## src/gsp_pkg.sv

```systemverilog
// shared constants and types of the gauge set-point and panel logic
package gsp_pkg;
  // ----------------------------------------------------------------
  // sizes
  // ----------------------------------------------------------------
  localparam int NCH = 5;
  localparam int PW = 16;
  localparam int NSEG = 13;
  // ----------------------------------------------------------------
  // timing
  // ----------------------------------------------------------------
  localparam int CLK_KHZ = 100_000;
  localparam int HOLD_MS = 500;
  localparam int RPT_MS = 50;
  localparam int BEEP_MS = 1200;
  localparam int HOLD_CYC = HOLD_MS * CLK_KHZ;
  localparam int RPT_CYC = RPT_MS * CLK_KHZ;
  localparam int BEEP_CYC = BEEP_MS * CLK_KHZ;
  // ----------------------------------------------------------------
  // set point codes (log-coded pressure, larger is higher pressure)
  // ----------------------------------------------------------------
  localparam logic [PW-1:0] SP_OFF = 16'h0000;
  localparam logic [PW-1:0] SP_MIN = 16'h0100;
  localparam logic [PW-1:0] SP_MAX = 16'hFF00;
  localparam logic [PW-1:0] SP_STEP = 16'h0001;
  // ----------------------------------------------------------------
  // channels and lock sequence
  // ----------------------------------------------------------------
  localparam logic [2:0] CH_A1 = 3'h1;
  localparam logic [2:0] CH_A2 = 3'h2;
  localparam logic [2:0] CH_B1 = 3'h3;
  localparam logic [2:0] CH_B2 = 3'h4;
  localparam logic [2:0] SEL_BOTTOM = 3'h4;
  localparam logic [2:0] LOCK_PRESSES = 3'h4;
  // ----------------------------------------------------------------
  // register map
  // ----------------------------------------------------------------
  localparam logic [7:0] ADDR_STATUS = 8'h00;
  localparam logic [7:0] ADDR_CTRL = 8'h04;
  localparam logic [7:0] ADDR_RELAY = 8'h08;
  localparam logic [7:0] ADDR_SP0 = 8'h10;
  localparam logic [7:0] ADDR_SP_END = 8'h24;
  localparam int CTRL_COMM = 0;
  localparam int CTRL_CAL = 1;
  localparam int CTRL_BEEP = 2;
  localparam int STAT_LOCK = 0;
  localparam int STAT_SUSP = 1;
  localparam int STAT_BEEP = 2;
  localparam int STAT_FN = 4;
  localparam logic [1:0] RESP_OKAY = 2'h0;
  localparam logic [1:0] RESP_SLVERR = 2'h2;
  // ----------------------------------------------------------------
  // types
  // ----------------------------------------------------------------
  typedef enum logic [1:0] {FN_PRESS, FN_LEAK, FN_RELAY, FN_PROT} gsp_func_t;
  typedef enum logic [2:0] {KIND_CC, KIND_PIR, KIND_CONV, KIND_TC, KIND_CAP} gsp_kind_t;
  typedef enum logic [3:0] {MSG_PRESS, MSG_NONE, MSG_BLANK, MSG_CTL, MSG_PRO, MSG_OFF,
    MSG_HI, MSG_LO, MSG_AA, MSG_ERR, MSG_LEAK_OK, MSG_SETPT, MSG_FROZEN,
    MSG_FREE} gsp_msg_t;
  typedef enum logic [1:0] {LK_IDLE, LK_SHOW, LK_ARM, LK_DONE} gsp_lock_st_t;
  typedef struct packed {
    logic present;
    gsp_kind_t kind;
    logic hi;
    logic lo;
    logic below0;
    logic cc_off;
    logic ctl_trip;
    logic pro_trip;
    logic [PW-1:0] press;
  } gsp_chan_t;
  typedef struct packed {
    logic up;
    logic down;
    logic zero;
    logic beeper;
  } gsp_keys_t;
endpackage : gsp_pkg

```

## src/gsp_panel_logic.sv

```systemverilog
// front-panel mode, lock, leak test and set-point relay logic
`timescale 1ns/1ns
module gsp_panel_logic
  import gsp_pkg::*;
#(
  parameter int HOLD_CYCLES = HOLD_CYC,
  parameter int RPT_CYCLES = RPT_CYC,
  parameter int BEEP_CYCLES = BEEP_CYC
) (
  // clock and reset
  input wire logic clk,
  input wire logic reset,
  // axi4-lite slave
  input wire logic [7:0] s_axi_awaddr,
  input wire logic s_axi_awvalid,
  output logic s_axi_awready,
  input wire logic [31:0] s_axi_wdata,
  input wire logic [3:0] s_axi_wstrb,
  input wire logic s_axi_wvalid,
  output logic s_axi_wready,
  output logic [1:0] s_axi_bresp,
  output logic s_axi_bvalid,
  input wire logic s_axi_bready,
  input wire logic [7:0] s_axi_araddr,
  input wire logic s_axi_arvalid,
  output logic s_axi_arready,
  output logic [31:0] s_axi_rdata,
  output logic [1:0] s_axi_rresp,
  output logic s_axi_rvalid,
  input wire logic s_axi_rready,
  // operator controls
  input wire gsp_func_t func_sel,
  input wire logic [2:0] gauge_sel,
  input wire gsp_keys_t keys,
  // sensor channels
  input wire gsp_chan_t [NCH-1:0] chan,
  input wire logic single_a,
  input wire logic single_b,
  // relays
  output logic [NCH-1:0] relay_coil,
  output logic [NCH-1:0] relay_energized_lamps,
  // display
  output gsp_msg_t [NCH-1:0] line_msg,
  output logic [PW-1:0] sp_shown,
  output logic [2*NSEG-1:0] bar_graph,
  output logic beep_out,
  output logic remote,
  output logic proc_suspend,
  output logic comm_lock,
  output logic cal_lock,
  // nonvolatile store
  output logic nv_wr,
  output logic [2:0] nv_idx,
  output logic [PW-1:0] nv_data
);
  // ----------------------------------------------------------------
  // state
  // ----------------------------------------------------------------
  typedef struct packed {
    gsp_keys_t keys_prev;
    gsp_func_t func_prev;
    logic [2:0] sel_prev;
    logic [NCH-1:0][PW-1:0] sp;
    logic [PW-1:0] edit;
    logic dirty;
    logic [31:0] hold_cnt;
    gsp_lock_st_t lk;
    logic [2:0] lk_cnt;
    logic locked;
    logic toggled;
    logic [PW-1:0] ref_p;
    logic beep_en;
    logic [31:0] beep_cnt;
    logic beep_out;
    logic [2*NSEG-1:0] bar;
    logic [NCH-1:0] relay;
    gsp_msg_t [NCH-1:0] msgs;
    logic nv_wr;
    logic [2:0] nv_idx;
    logic [PW-1:0] nv_data;
    logic powered;
    logic comm_lock;
    logic cal_lock;
    logic aw_got;
    logic w_got;
    logic [7:0] awaddr;
    logic [31:0] wdata;
    logic [3:0] wstrb;
    logic bvalid;
    logic [1:0] bresp;
    logic rvalid;
    logic [31:0] rdata;
    logic [1:0] rresp;
  } gsp_state_t;

  gsp_state_t s_reg;
  gsp_state_t s_next;
  gsp_func_t fn;
  gsp_keys_t pr;
  gsp_keys_t rel;
  logic edit_ok;
  logic [PW-1:0] selp;

  // ----------------------------------------------------------------
  // decoders
  // ----------------------------------------------------------------
  function automatic logic sel_ok(input logic [2:0] sel);
    sel_ok = sel < 3'(NCH);
  endfunction : sel_ok

  function automatic logic leak_ok(input gsp_chan_t c);
    leak_ok = c.present && c.kind != KIND_CAP;
  endfunction : leak_ok

  function automatic logic [2:0] relay_src(input int i, input logic sa, input logic sb);
    logic [2:0] r;
    r = 3'(i);
    if (r == CH_A2 && sa) r = CH_A1;
    if (r == CH_B2 && sb) r = CH_B1;
    relay_src = r;
  endfunction : relay_src

  function automatic gsp_msg_t chan_msg(input gsp_chan_t c);
    gsp_msg_t m;
    m = MSG_PRESS;
    if (!c.present) m = MSG_NONE;
    else if (c.kind == KIND_CC && c.ctl_trip) m = MSG_CTL;
    else if (c.kind == KIND_CC && c.pro_trip) m = MSG_PRO;
    else if (c.kind == KIND_CC && c.cc_off) m = MSG_OFF;
    else if (c.kind == KIND_CAP && c.below0) m = MSG_ERR;
    else if (c.hi) m = (c.kind == KIND_PIR) ? MSG_AA : MSG_HI;
    else if (c.lo) m = MSG_LO;
    chan_msg = m;
  endfunction : chan_msg

  // ----------------------------------------------------------------
  // next state
  // ----------------------------------------------------------------
  always_comb begin
    logic [PW-1:0] mag;
    logic pos;
    logic lit;
    logic rep;
    logic [3:0] lvl;
    logic [31:0] period;
    logic [2:0] src;
    logic leak_on;
    gsp_msg_t m;
    mag = '0;
    pos = 1'b0;
    lit = 1'b0;
    period = 32'h0;
    src = 3'h0;
    leak_on = 1'b0;
    m = MSG_PRESS;
    s_next = s_reg;
    pr = gsp_keys_t'(keys & ~s_reg.keys_prev);
    rel = gsp_keys_t'(~keys & s_reg.keys_prev);
    fn = s_reg.locked ? FN_PRESS : func_sel;
    edit_ok = 1'b0;
    rep = 1'b0;
    lvl = 4'h0;
    s_next.keys_prev = keys;
    s_next.nv_wr = 1'b0;
    s_next.powered = 1'b1;
    selp = sel_ok(gauge_sel) ? chan[gauge_sel].press : SP_OFF;

    // lock sequence runs even when locked so it can unlock
    case (s_reg.lk)
      LK_IDLE: begin
        if (fn == FN_PRESS && gauge_sel == SEL_BOTTOM && keys.up) begin
          if (pr.down) s_next.lk_cnt = s_reg.lk_cnt + 3'h1;
          if (pr.down && s_reg.lk_cnt == LOCK_PRESSES - 3'h1) s_next.lk = LK_SHOW;
        end else begin
          s_next.lk_cnt = 3'h0;
        end
      end
      LK_SHOW: begin
        if (pr.down) begin
          s_next.lk = LK_ARM;
          s_next.toggled = 1'b0;
        end
      end
      LK_ARM: begin
        if (keys.down && pr.up && !s_reg.toggled) begin
          s_next.locked = !s_reg.locked;
          s_next.toggled = 1'b1;
        end
        if (rel.down) s_next.lk = LK_DONE;
      end
      LK_DONE: begin
        if (pr.up) begin
          s_next.lk = LK_IDLE;
          s_next.lk_cnt = 3'h0;
        end
      end
      default: s_next.lk = LK_IDLE;
    endcase

    // set point edit: relays use the stored copy, never the edit
    s_next.func_prev = fn;
    s_next.sel_prev = gauge_sel;
    if (fn != s_reg.func_prev || gauge_sel != s_reg.sel_prev) begin
      if (s_reg.dirty && s_reg.func_prev == FN_RELAY && sel_ok(s_reg.sel_prev)) begin
        s_next.sp[s_reg.sel_prev] = s_reg.edit;
        s_next.nv_wr = 1'b1;
        s_next.nv_idx = s_reg.sel_prev;
        s_next.nv_data = s_reg.edit;
      end
      s_next.dirty = 1'b0;
      s_next.hold_cnt = 32'h0;
      s_next.edit = selp;
      if (sel_ok(gauge_sel)) s_next.edit = s_reg.sp[gauge_sel];
    end else if (fn == FN_RELAY && s_reg.lk == LK_IDLE && sel_ok(gauge_sel)) begin
      edit_ok = 1'b1;
      if (keys.up ^ keys.down) begin
        if (s_reg.hold_cnt >= 32'(HOLD_CYCLES)) begin
          rep = 1'b1;
          s_next.hold_cnt = 32'(HOLD_CYCLES - RPT_CYCLES);
        end else begin
          s_next.hold_cnt = s_reg.hold_cnt + 32'h1;
        end
      end else begin
        s_next.hold_cnt = 32'h0;
      end
      if (pr.up || (rep && keys.up)) begin
        s_next.dirty = 1'b1;
        if (s_reg.edit == SP_OFF) s_next.edit = SP_MIN;
        else if (s_reg.edit < SP_MAX) s_next.edit = s_reg.edit + SP_STEP;
      end else if (pr.down || (rep && keys.down)) begin
        s_next.dirty = 1'b1;
        if (s_reg.edit > SP_MIN) s_next.edit = s_reg.edit - SP_STEP;
        else if (pr.down) s_next.edit = SP_OFF;
      end
    end

    // leak test
    leak_on = fn == FN_LEAK && sel_ok(gauge_sel) && leak_ok(chan[gauge_sel]);
    if (fn == FN_LEAK && s_reg.lk == LK_IDLE) begin
      if (pr.beeper) s_next.beep_en = !s_reg.beep_en;
      if (pr.zero) s_next.ref_p = selp;
    end
    pos = selp > s_reg.ref_p;
    mag = pos ? selp - s_reg.ref_p : s_reg.ref_p - selp;
    s_next.bar = '0;
    // each segment needs twice the deviation of the one inside it
    for (int k = 0; k < NSEG; k++) begin
      lit = leak_on && mag >= (PW'(1) << k);
      s_next.bar[NSEG + k] = lit && pos;
      s_next.bar[NSEG - 1 - k] = lit && !pos;
      if (lit) lvl = lvl + 4'h1;
    end
    period = 32'(BEEP_CYCLES) >> lvl;
    s_next.beep_cnt = (s_reg.beep_cnt >= period - 32'h1) ? 32'h0 : s_reg.beep_cnt + 32'h1;
    s_next.beep_out = leak_on && s_reg.beep_en && s_reg.beep_cnt < (period >> 1);

    // relays are evaluated in every mode
    for (int i = 0; i < NCH; i++) begin
      src = relay_src(i, single_a, single_b);
      s_next.relay[i] = chan[src].present && s_reg.sp[i] != SP_OFF &&
        chan[src].press < s_reg.sp[i];
    end

    // display lines
    for (int i = 0; i < NCH; i++) begin
      case (fn)
        FN_PRESS: m = chan_msg(chan[i]);
        FN_LEAK: begin
          m = MSG_PRESS;
          if (!leak_on) begin
            if (3'(i) == gauge_sel) m = MSG_NONE;
            else m = leak_ok(chan[i]) ? MSG_LEAK_OK : MSG_BLANK;
          end
        end
        FN_RELAY: begin
          if (!chan[i].present) m = (3'(i) == gauge_sel) ? MSG_NONE : MSG_BLANK;
          else m = (3'(i) == gauge_sel) ? MSG_SETPT : MSG_PRESS;
        end
        default: m = chan[i].present ? MSG_PRESS : MSG_NONE;
      endcase
      if (s_reg.lk != LK_IDLE && i == 0) m = s_reg.locked ? MSG_FROZEN : MSG_FREE;
      s_next.msgs[i] = m;
    end

    // axi4-lite write: address and data in either order
    if (s_axi_awvalid && s_axi_awready) begin
      s_next.aw_got = 1'b1;
      s_next.awaddr = s_axi_awaddr;
    end
    if (s_axi_wvalid && s_axi_wready) begin
      s_next.w_got = 1'b1;
      s_next.wdata = s_axi_wdata;
      s_next.wstrb = s_axi_wstrb;
    end
    if (s_reg.aw_got && s_reg.w_got) begin
      s_next.aw_got = 1'b0;
      s_next.w_got = 1'b0;
      s_next.bvalid = 1'b1;
      s_next.bresp = RESP_SLVERR;
      if (s_reg.awaddr == ADDR_CTRL) begin
        s_next.bresp = RESP_OKAY;
        if (s_reg.wstrb[0]) begin
          s_next.comm_lock = s_reg.wdata[CTRL_COMM];
          s_next.cal_lock = s_reg.wdata[CTRL_CAL];
          s_next.beep_en = s_reg.wdata[CTRL_BEEP];
        end
      end
    end
    if (s_reg.bvalid && s_axi_bready) s_next.bvalid = 1'b0;

    // axi4-lite read
    if (s_axi_arvalid && s_axi_arready) begin
      s_next.rvalid = 1'b1;
      s_next.rresp = RESP_OKAY;
      s_next.rdata = 32'h0;
      if (s_axi_araddr == ADDR_STATUS) begin
        s_next.rdata[STAT_LOCK] = s_reg.locked;
        s_next.rdata[STAT_SUSP] = proc_suspend;
        s_next.rdata[STAT_BEEP] = s_reg.beep_en;
        s_next.rdata[STAT_FN +: 2] = fn;
      end else if (s_axi_araddr == ADDR_CTRL) begin
        s_next.rdata[CTRL_COMM] = s_reg.comm_lock;
        s_next.rdata[CTRL_CAL] = s_reg.cal_lock;
        s_next.rdata[CTRL_BEEP] = s_reg.beep_en;
      end else if (s_axi_araddr == ADDR_RELAY) begin
        s_next.rdata[NCH-1:0] = s_reg.relay;
      end else if (s_axi_araddr >= ADDR_SP0 && s_axi_araddr < ADDR_SP_END &&
          s_axi_araddr[1:0] == 2'h0) begin
        s_next.rdata[PW-1:0] = s_reg.sp[3'((s_axi_araddr - ADDR_SP0) >> 2)];
      end else begin
        s_next.rresp = RESP_SLVERR;
      end
    end
    if (s_reg.rvalid && s_axi_rready) s_next.rvalid = 1'b0;

    // first cycle after power-on; the panel lock is left alone
    if (!s_reg.powered && func_sel == FN_LEAK) begin
      s_next.comm_lock = 1'b0;
      s_next.cal_lock = 1'b0;
    end
  end

  // all-zero reset also gives every set point the disabled code
  always_ff @(posedge clk or posedge reset) begin
    if (reset) begin
      s_reg <= '0;
    end else begin
      s_reg <= s_next;
    end
  end

  // ----------------------------------------------------------------
  // outputs
  // ----------------------------------------------------------------
  assign s_axi_awready = !s_reg.aw_got && !s_reg.bvalid;
  assign s_axi_wready = !s_reg.w_got && !s_reg.bvalid;
  assign s_axi_bvalid = s_reg.bvalid;
  assign s_axi_bresp = s_reg.bresp;
  assign s_axi_arready = !s_reg.rvalid;
  assign s_axi_rvalid = s_reg.rvalid;
  assign s_axi_rdata = s_reg.rdata;
  assign s_axi_rresp = s_reg.rresp;
  assign relay_coil = s_reg.relay;
  assign relay_energized_lamps = s_reg.relay;
  assign line_msg = s_reg.msgs;
  assign sp_shown = s_reg.edit;
  assign bar_graph = s_reg.bar;
  assign beep_out = s_reg.beep_out;
  assign remote = s_reg.locked;
  assign proc_suspend = s_reg.lk == LK_SHOW || s_reg.lk == LK_ARM;
  assign comm_lock = s_reg.comm_lock;
  assign cal_lock = s_reg.cal_lock;
  assign nv_wr = s_reg.nv_wr;
  assign nv_idx = s_reg.nv_idx;
  assign nv_data = s_reg.nv_data;

  // ----------------------------------------------------------------
  // assertions
  // ----------------------------------------------------------------
  property p_relay_on;
    @(posedge clk) disable iff (reset)
    (chan[0].present && s_reg.sp[0] != SP_OFF && chan[0].press < s_reg.sp[0]) |=> relay_coil[0];
  endproperty
  a_relay_on: assert property (p_relay_on)
    else $error("relay 0 not energised below set point");

  property p_lamp;
    @(posedge clk) disable iff (reset)
    relay_energized_lamps == relay_coil;
  endproperty
  a_lamp: assert property (p_lamp)
    else $error("lamp differs from relay");

  property p_commit;
    @(posedge clk) disable iff (reset)
    nv_wr |-> $past(s_reg.dirty) && s_reg.sp[nv_idx] == nv_data;
  endproperty
  a_commit: assert property (p_commit)
    else $error("store without applied edit");

  property p_factory;
    @(posedge clk) disable iff (reset)
    !s_reg.powered |-> s_reg.sp == '0;
  endproperty
  a_factory: assert property (p_factory)
    else $error("set points not disabled after reset");

  property p_disable;
    @(posedge clk) disable iff (reset)
    (edit_ok && s_reg.edit == SP_MIN && pr.down && !keys.up) |=> s_reg.edit == SP_OFF;
  endproperty
  a_disable: assert property (p_disable)
    else $error("down at bottom did not disable");

  property p_restore;
    @(posedge clk) disable iff (reset)
    (edit_ok && s_reg.edit == SP_OFF && pr.up) |=> s_reg.edit == SP_MIN;
  endproperty
  a_restore: assert property (p_restore)
    else $error("up from disabled did not restore");

  property p_once;
    @(posedge clk) disable iff (reset)
    (s_reg.lk == LK_ARM && s_reg.toggled) |=> $stable(s_reg.locked);
  endproperty
  a_once: assert property (p_once)
    else $error("lock toggled twice");

  property p_locked;
    @(posedge clk) disable iff (reset)
    s_reg.locked |-> fn == FN_PRESS && !edit_ok;
  endproperty
  a_locked: assert property (p_locked)
    else $error("locked panel left pressure mode");

  property p_show;
    @(posedge clk) disable iff (reset)
    (s_reg.lk == LK_IDLE && fn == FN_PRESS && gauge_sel == SEL_BOTTOM && keys.up &&
      pr.down && s_reg.lk_cnt == LOCK_PRESSES - 3'h1)
      |=> s_reg.lk == LK_SHOW ##1 (line_msg[0] == MSG_FROZEN || line_msg[0] == MSG_FREE);
  endproperty
  a_show: assert property (p_show)
    else $error("lock status not shown");

  property p_poweron;
    @(posedge clk) disable iff (reset)
    (!s_reg.powered && func_sel == FN_LEAK) |=> !comm_lock && !cal_lock;
  endproperty
  a_poweron: assert property (p_poweron)
    else $error("locks not cleared at power-on");

endmodule : gsp_panel_logic

```

## config.mk

```make
export PLATFORM = sky130hd
export DESIGN_NAME = gsp_panel_logic
export DESIGN_NICKNAME = d
export VERILOG_FILES = /design/src/gsp_pkg.sv /design/src/gsp_panel_logic.sv
export SDC_FILE = /design/constraint.sdc
export NUM_CORES = 1
export LEC_CHECK = 0
export ABC_CLOCK_PERIOD_IN_PS = 17950
export BUFFER_PORTS_ARGS = -buffer_cell sky130_fd_sc_hd__buf_2
export CORE_MARGIN = 2
export CORE_UTILIZATION = 40
export CTS_CLUSTER_SIZE = 25
export DETAILED_ROUTE_END_ITERATION = 10
export GPL_TIMING_DRIVEN = 0
export SETUP_SLACK_MARGIN = 0.02
export SLEW_MARGIN = 30
export SYNTH_ARGS = -nofsm -noshare
export SYNTH_HDL_FRONTEND = slang
export SYNTH_SLANG_ARGS = --single-unit
```

## constraint.sdc

```tcl
create_clock -name clk -period 17.95 [get_ports clk]
set_input_delay 3.59 -clock clk [delete_from_list [all_inputs] [get_ports clk]]
set_output_delay 3.59 -clock clk [all_outputs]
set_load 0.01 [all_outputs]
```

### After elaboration in Yosys (flattened, before gate mapping)

Cells that the tools add are included.

| word-level totals | value |
|---|---|
| register bits | 305 |
| bits in latches | 0 |
| RAM bits | 0 |
| memory bits (read-only) | 0 |
| input port bits | 200 |
| output and inout port bits | 138 |
| logic and storage cells | 477 |
| memories kept | 0 |

| operators by class | value |
|---|---|
| $add $sub $neg | 21 |
| $mul | 0 |
| divide/modulo/power cells | 0 |
| magnitude comparators | 34 |
| equal/unequal tests | 43 |
| shift operators | 1 |
| multiplexer cells | 173 |
| bitwise logic cells | 5 |
| reductions and logical operators | 155 |

Operators with widths:

| cell | number |
|---|---|
| two-way mux 4 bit | 74 |
| binary-select mux 26 bit (select 3 bit) | 3 |
| two-way mux 16 bit | 11 |
| logical AND 1 bit | 104 |
| two-way mux 49 bit | 2 |
| binary-select mux 16 bit (select 3 bit) | 2 |
| two-way mux 32 bit | 3 |
| bitwise mux 80 bit | 1 |
| less-than comparator 16 bit | 5 |
| nonzero test 16 bit | 5 |
| two-way mux 26 bit | 3 |
| adder 32 x 1 -> 32 bit (second input constant) | 2 |
| one-hot mux 4 bit (3 select lines) | 5 |
| adder 4 x 1 -> 4 bit (second input constant) | 12 |
| demux 16 bit (select 3 bit) | 1 |
| two-way mux 2 bit | 20 |
| two-way mux 20 bit | 2 |
| two-way mux 3 bit | 12 |
| two-way mux 35 bit | 1 |
| two-way mux 17 bit | 2 |
| >= comparator 32 x 26 -> 1 bit (second input constant) | 1 |
| >= comparator 32 bit | 1 |
| less-than comparator 32 x 31 -> 1 bit | 1 |
| >> shifter 27 x 4 -> 32 bit (first input constant) | 1 |
| 68 further kinds | 158 |

### Logic depth before layout (Yosys ltp)

Gate-level depths: netlist of the first run.

| depth | value |
|---|---|
| word-level depth | 36 |
| gate-level depth with buffers | 83 |
| gate-level depth less buffers | 75 |

### Worst setup path before layout of the first run

OpenSTA, ideal clock, no wires.

| path | value |
|---|---|
| kind | in2reg |
| start point | input gauge_sel[0] |
| end point | register s_reg[162] (netlist bit) |
| library setup time | 0.072 ns |
| arrival | 19.450 ns |
| required time | 17.878 ns |
| path slack | -1.573 ns |
| stages on the path | 82 |
| buffers on the path | 10 |
| path through | clkbuf_1 buf_1 buf_1 mux4_2 a22oi_1 inv_1 ha_1 buf_4 a21oi_1 o21ai_1 a221o_1 o21ai_1 buf_4 mux2_2 xor2_1 nand3_1 or3_1 clkbuf_1 [... 46 more ...] a21o_1 a21o_1 a21o_1 a21o_1 a21o_1 a21o_1 a21o_1 a21o_1 a21o_1 a21o_1 a21o_1 a21oi_1 o31ai_1 o211ai_1 nand4bb_1 clkbuf_1 clkbuf_1 nor2_1 |

RTL lines:

| element | RTL line | RTL |
|---|---|---|
| from (decl) | gsp_panel_logic.sv:33 | `input wire logic [2:0] gauge_sel,` |
| to (signal assigned) | gsp_panel_logic.sv:348 | `s_reg <= s_next;` |
| to (decl) | gsp_panel_logic.sv:96 | `gsp_state_t s_reg;` |

==> summary.md, run 1 <==
| Metric | Value |
|---|---|
| IO buf count | 285 |
| Synthesis Warnings | 0 |
| Drt first-iter violations | 1664 |
| Syn_area_per_cell | around 8.9 µm² |
| GRT Residual Overflow | 0 |
| Most common cell after layout, fill and taps aside | dfrtp_1 |
| Fin util | 49.5% |
| Max Cap Viol | 0 |
| CTS tree | yes |
| Number of synthesized flops with an enable pin | 0 |
| Inserted Clock Buffers | 39 |
| CORE AREA | approximately 60000 µm² |
| FF-to-FF Start | s_reg[205] |
| Clock-pin transition on the worst setup and hold timing paths | about 0.05 ns |
| Slowest cell on the critical path | o41ai_1 |
| TritonRoute pass-1 iters | 7 |
| Status | finished clean |
| Pint | 1820 µW |
| Required time of the worst setup path | 18.46 ns |
| Rows | 90 |
| Post-layout min period | 17.94 ns |
| Critical Path Fanout Max | 12 |
| Hold path startpoint | s_axi_rdata[10] |
| WS Path Type | input port to register |
| Cell Area, Synth | 24200 µm² |
| Vias/cell | 5.65 |
| NumNets Final | 3544 |
| Root Driver | clkbuf_16 |
| Post-DP HPWL | 66600 µm |
| R2r setup slk | 3.81 ns |
| Crit-path most repeated cell | ha_1 |
| Crit path arrival time | 18.45 ns |
| Gate Count Post-Synth | between 2k and 3k |
| Ys flop type | dfrtp_1 |
| Critical R2R Capture | s_reg[185] |
| Height of the die | 250 µm |
| Sw Pwr | 1210 µW |
| Setup Skew | 0.0246 ns |
| Via count | 22.4k |
| Vias in the first global route | about 22k |
| Setup repair after global routing missed its margin | yes |
| Asr flop ratio synth | 100% |
| WHS Endpoint | s_axi_rdata[10] |
| Period utilization | 99.9% |
| #FFs+latches synth | 303 |
| Clock buffer depth | 3 |
| DIE AREA | 62400 µm² |
| Max Freq | between 0.05 and 0.06 GHz |
| Commonest cells after routing, fill and taps aside | dfrtp_1, buf_2, nand2_1, o21ai_0, buf_4 |
| Hold Path Class | register to register |
| DR DRC count | 0 |
| Seq pwr share | 28.2% |
| Final Hold Vio Count | 0 |
| Largest net degree at the start of global routing | 75 |
| Hold depth | 2 |
| Worst path max stage delay | 0.61 ns |
| Final wirelength | 84300 µm |
| Hold_ws | approximately 0.49 ns |
| Htree depth | 2 |
| Fraction of layout cells with a size suffix above 1 | 28.3% |
| Sequential area share after synthesis | 31.4% |
| Count of pins over their slew limit | 0 |
| Clock power share | 26.2% |
| Clk_lat worst skew | about 0.58 ns |
| All-layer global routing usage | 26.5% |
| Placer congestion estimate | 0.924 |
| Initial Util | around two fifths |
| Routed Antenna Nets | 0 |
| R2R cell count | 70 |
| I/O pin count | between 300 and 400 |
| Finish-stage setup viols | 0 |
| Power per Cell Area | 102 nW/µm² |
| Rel. slew slack | 33.4% |
| Routed length per placed instance | 21.2 µm |
| P_leak | 0.0140 µW |
| Area Overhead vs Synth | 23.0% |
| Antenna violations before repair | 14 |
| First-pass GRT wire length | 129000 µm |
| CTS sink count | 303 |
| Slew of the pin with the lowest slew margin | 0.985 ns |
| Post-synth cell types | 98 |
| Max reg flops | 192 |
| Switching part of the total | 40.0% |
| Die X-Extent | 250 µm |
| Comb power frac | a little under half |
| Crit. End Element | register |
| CP startpoint kind | input port |
| VDD IR max | 68.8 µV |
## cell usage after synthesis (10+ instances only)
cell | n | area share, %
nor2b_1 | 43 | 1.1
nor3b_1 | 12 | 0.37
dfrtp_1 | 303 | 31
nor4_1 | 31 | 0.80
nand4_1 | 36 | 0.93
inv_1 | 176 | 2.7
nand3_1 | 63 | 1.3
xor2_1 | 43 | 1.6
o21a_1 | 14 | 0.43
nor2_1 | 199 | 3.1
clkbuf_1 | 99 | 1.5
or4_1 | 11 | 0.34
buf_1 | 12 | 0.19
ha_1 | 196 | 10
or2_2 | 10 | 0.26
nand2b_1 | 35 | 0.91
o211ai_1 | 13 | 0.40
a31oi_1 | 23 | 0.60
nand2_1 | 249 | 3.9
and2_1 | 20 | 0.52
nor3_1 | 53 | 1.1
or3_1 | 10 | 0.26
o21ai_0 | 230 | 4.8
mux4_2 | 47 | 4.4
a22o_1 | 15 | 0.54
and4_1 | 12 | 0.43
and3_1 | 27 | 0.70
buf_4 | 134 | 4.2
a22oi_1 | 43 | 1.3
a211oi_1 | 20 | 0.62
o22ai_1 | 12 | 0.31
a21oi_1 | 142 | 2.9
xnor2_1 | 47 | 1.7
mux2_2 | 111 | 5.2
a21o_1 | 30 | 0.93
mux2i_1 | 27 | 1.1
o31ai_1 | 16 | 0.50
## final cells by class
cell class | count | area [µm²]
Sequential cell | 303 | 7580
Timing Repair Buffer | 361 | 2140
Tap cell | 782 | 978
Clock inverter | 15 | 173
Antenna cell | 12 | 30.0
Fill cell | 5735 | 30300
Multi-Input combinational cell | 2015 | 15300
Buffer | 248 | 1760
Inverter | 178 | 678
Clock buffer | 55 | 1120
## power by group through the flow
stage | clock network [µW] | logic (µW) | registers [µW]
floorplan | 0 | 867 | 831
global placement | 0 | 1190 | 862
detailed placement | 0 | 1210 | 865
CTS | 814 | 1320 | 853
global route | 837 | 1500 | 865
finish | 794 | 1380 | 855
## per-layer routing
metal	vias up	wire [µm]	GRT usage (%)
met4	0	3550	10.8
met1	10900	34700	33.1
met2	770	41600	46.6
met5	-	0	0
met3	163	4450	3.07
li1	10500	-	-
## cell families (layout without fill, tap and decap cells)
family | Yosys count | count (layout) | synth area share (%)
buffers and inverters | 431 | 857 | 8.87
AND/OR/NAND/NOR | 848 | 848 | 17.4
adder cells (fa/ha/maj) | 199 | 199 | 10.4
flip-flops | 303 | 303 | 31.4
multiplexers | 189 | 189 | 11.0
XOR/XNOR | 97 | 97 | 3.86
other | 2 | 36 | 0.0311
AO/OA/AOI/OAI | 658 | 658 | 17.1
## metrics by stage
stage | setup slack, ns | TNS (ns) | cells | power (µW) | instance area (µm²)
floorplan | 0.0387 | 0 | 2749 | 1700 | 24600
global placement | -2.71 | -86.94 | 3816 | 2050 | 27000
detailed placement | -2.99 | -96.02 | 3820 | 2070 | 27100
CTS | 0.0284 | 0 | 3942 | 2990 | 29400
global route | -0.840 | -25.93 | 3969 | 3200 | 29700
finish | 0.0139 | 0 | 3969 | 3030 | 29700
## worst max-delay path, delay by kind of cell
family                   cells  cell delay, ns
AO/OA/AOI/OAI               25            4.66
XOR/XNOR                     2            0.35
adder cells (fa/ha/maj)     14            4.16
buffers and inverters       15            2.08
multiplexers                 4            0.85
AND/OR/NAND/NOR             15            2.69
## worst max path at each step
stage / startpoint / end / slack [ns] / cells past startpoint
3_5_place_dp: gauge_sel[2] / s_reg[183] / -2.99 / 82
4_1_cts: gauge_sel[0] / s_reg[178] / 0.03 / 80
2_1_floorplan: gauge_sel[0] / s_reg[175] / 0.04 / 82
6_report: gauge_sel[1] / s_reg[185] / 0.01 / 75
3_3_place_gp: gauge_sel[2] / s_reg[187] / -2.71 / 83
5_1_grt: gauge_sel[0] / s_reg[178] / -0.84 / 74
## repair_timing
item                                    in CTS  in global routing
hold buffers                                 0                  0
resized for setup                          142                 36
pin swaps                                   57                 45
buffers inserted                            53                 15
cloned                                       4                  0
endpoints found under the setup margin      33                 32
Note: power is estimated with default switching activity, not from simulation.
==> run 2, diff against run 1 <==
--- a/config.mk
+++ b/config.mk
@@ -12,6 +12,7 @@
 export CTS_CLUSTER_SIZE = 25
 export DETAILED_ROUTE_END_ITERATION = 10
 export GPL_TIMING_DRIVEN = 0
+export RECOVER_POWER = 50
 export SETUP_SLACK_MARGIN = 0.02
 export SLEW_MARGIN = 30
 export SYNTH_ARGS = -nofsm -noshare
==> run 2 against run 1 <==
Compared with the run above:
- the flow now finishes with violations (capacitance limit, slew limit)
- clock skew about the same
- total power barely moved
- worst setup slack improved by 0.015 ns
- combinational power about the same
- critical path depth rose by 1
- clock-buffer cell count is the same
- non-clock buffer count did not move
- largest power group unchanged
==> summary.md, run 2 (synthesis results as in run 1) <==
| Metric | Value |
|---|---|
| Setup Skew | around 0.025 ns |
| Status | finished with violations |
| Max Cap Viol | 5 |
| Critical Path Fanout Max | 12 |
| P_leak | around 0.014 µW |
| Post-layout min period | 17.92 ns |
| Max reg flops | 192 |
| Setup repair after global routing missed its margin | yes |
| Rel. slew slack | -167% |
| Crit. End Element | register |
| FF-to-FF Start | s_reg[205] |
| WP buf/inv | 16 |
| Post-DP HPWL | 66600 µm |
| Global routing met2 resource utilization | 46.6% |
| Fraction of layout cells with a size suffix above 1 | between 20% and 30% |
| Failing checks | capacitance limit, slew limit |
| Routed length per placed instance | 21.3 µm |
| Max Freq | 0.0558 GHz |
| Power Total | 3030 µW |
| Most common cell after layout, fill and taps aside | dfrtp_1 |
| GRT Max-Usage Layer | met2 |
| DIE AREA | between 60000 and 70000 µm² |
| R2r setup slk | 3.82 ns |
| TritonRoute pass-1 iters | 7 |
| WS Path Type | input port to register |
| Largest net degree at the start of global routing | 75 |
| Routed Antenna Nets | 0 |
| Antenna violations before repair | 14 |
| Height of the die | 250 µm |
| Hold path startpoint | s_axi_rdata[10] |
| Placed cell area | 27100 µm² |
| Rows | 90 |
| CP top delay family | compound AO/OA/AOI/OAI gates |
| Period utilization | 99.8% |
| DR DRC count | 0 |
| Hold Path Class | register to register |
| Commonest cells after routing, fill and taps aside | dfrtp_1, buf_2, nand2_1, o21ai_0, buf_4 |
| Count of pins over their slew limit | 312 |
| Final Hold Vio Count | 0 |
| Area Overhead vs Synth | 22.5% |
| IO buf count | 285 |
| I/O pin count | 338 |
| Finish-stage setup viols | 0 |
| VDD IR max | 68.3 µV |
| Htree depth | 2 |
| Initial Util | 40.3% |
| Via count | between 20k and 25k |
| Vias in the first global route | about 22k |
| NumNets Final | 3544 |
| Die X-Extent | roughly 250 µm |
| Hold depth | 2 |
| Final setup margin | approximately 0.029 ns |
| Clk_lat worst skew | 0.59 ns |
| Critical R2R Capture | s_reg[184] |
| Pre-CTS setup slack | -2.99 ns |
| Slowest cell on the critical path | or4_4 |
| Final wirelength | 84500 µm |
| CTS tree | yes |
| Clock buffer depth | 3 |
| Clock-pin transition on the worst setup and hold timing paths | 0.05 ns |
| CORE AREA | 60000 µm² |
| Crit-path most repeated cell | ha_1 |
| Inserted Clock Buffers | 39 |
| Root Driver | clkbuf_16 |
| Required time of the worst setup path | 18.46 ns |
| First-pass GRT wire length | ~130000 µm |
| CP startpoint kind | input port |
| CTS sink count | 303 |
| Placed Cells | 3820 |
| Vias/cell | 5.66 |
| GR Util met1 | 33.1% |
| Final non-filler cell total | 3969 |
| Slew of the pin with the lowest slew margin | ~4 ns |
| Post-CTS Hold Fix Bufs | 0 |
| Power per Cell Area | 102 nW/µm² |
| Crit path arrival time | 18.43 ns |
| Drt first-iter violations | between 1.5k and 2k |
| WHS Endpoint | s_axi_rdata[10] |
| Met3 Track Usage GR | 3.07% |
| GRT Residual Overflow | 0 |
| Placer congestion estimate | between 0.9 and 1 |
| R2R cell count | 71 |
| All-layer global routing usage | 26.5% |
| Final instance area | slightly below 30000 µm² |
| Worst path max stage delay | just under 0.6 ns |
run 2: changes by cell type in the layout (fill, tap and decap cells not counted), sizes merged:
| cell | before | now |
|---|---|---|
| clkbuf | 149 | 165 |
| buf | 515 | 499 |
| inv | 179 | 178 |
| clkinvlp | 1 | 2 |
run 2: routing by layer:
metal | part of all wire, % | vias to the layer above
met5 | 0 | -
met4 | 4.2 | 0
met3 | 4.9 | 161
met2 | 49 | 774
met1 | 42 | 11000
li1 | - | 10500
run 2: repair_timing:
item                                    in CTS  in global routing
pin swaps                                   57                 45
cloned                                       4                  0
gates resized for setup                    142                 36
endpoints found under the setup margin      33                 32
buffers inserted                            53                 15
run 2: worst min-delay path, cell delays in order, from the launching register on:
cell     delay, ns
dfrtp_1       0.35
nand2_1       0.05
o21ai_0       0.06
run 2: worst max path at each step:
stage	startpoint	to	slack [ns]	depth (start not counted)
floorplan	gauge_sel[0]	s_reg[175]	0.04	82
global placement	gauge_sel[2]	s_reg[187]	-2.71	83
detailed placement	gauge_sel[2]	s_reg[183]	-2.99	82
CTS	gauge_sel[0]	s_reg[178]	0.03	80
global route	gauge_sel[0]	s_reg[178]	-0.84	74
finish	gauge_sel[1]	s_reg[184]	0.03	76
run 2: power by group:
part / switching [µW] / internal, µW / total [µW] / leakage [µW]
Combinational: 799 / 578 / 1380 / 0.00930
Sequential: 84.9 / 770 / 855 / 0.00394
Clock: 329 / 466 / 795 / 0.000635
run 2: layout make-up:
class                           count  area (µm²)
Timing Repair Buffer              361        2030
Antenna cell                       12        30.0
Buffer                            248        1760
Clock inverter                     15         173
Fill cell                        5757       30400
Multi-Input combinational cell   2015       15300
Inverter                          178         672
Clock buffer                       55        1120
Tap cell                          782         978
Sequential cell                   303        7580
run 2: per-stage QoR:
stage	utilization (%)	TNS [ns]	hold slack [ns]
after global placement	44.9	-86.94	0.466
after floorplan	-	0	0.444
after global routing	49.3	-25.93	0.509
after CTS	49.0	0	0.491
after detailed placement	45.1	-96.02	0.478
final	49.3	0	0.491
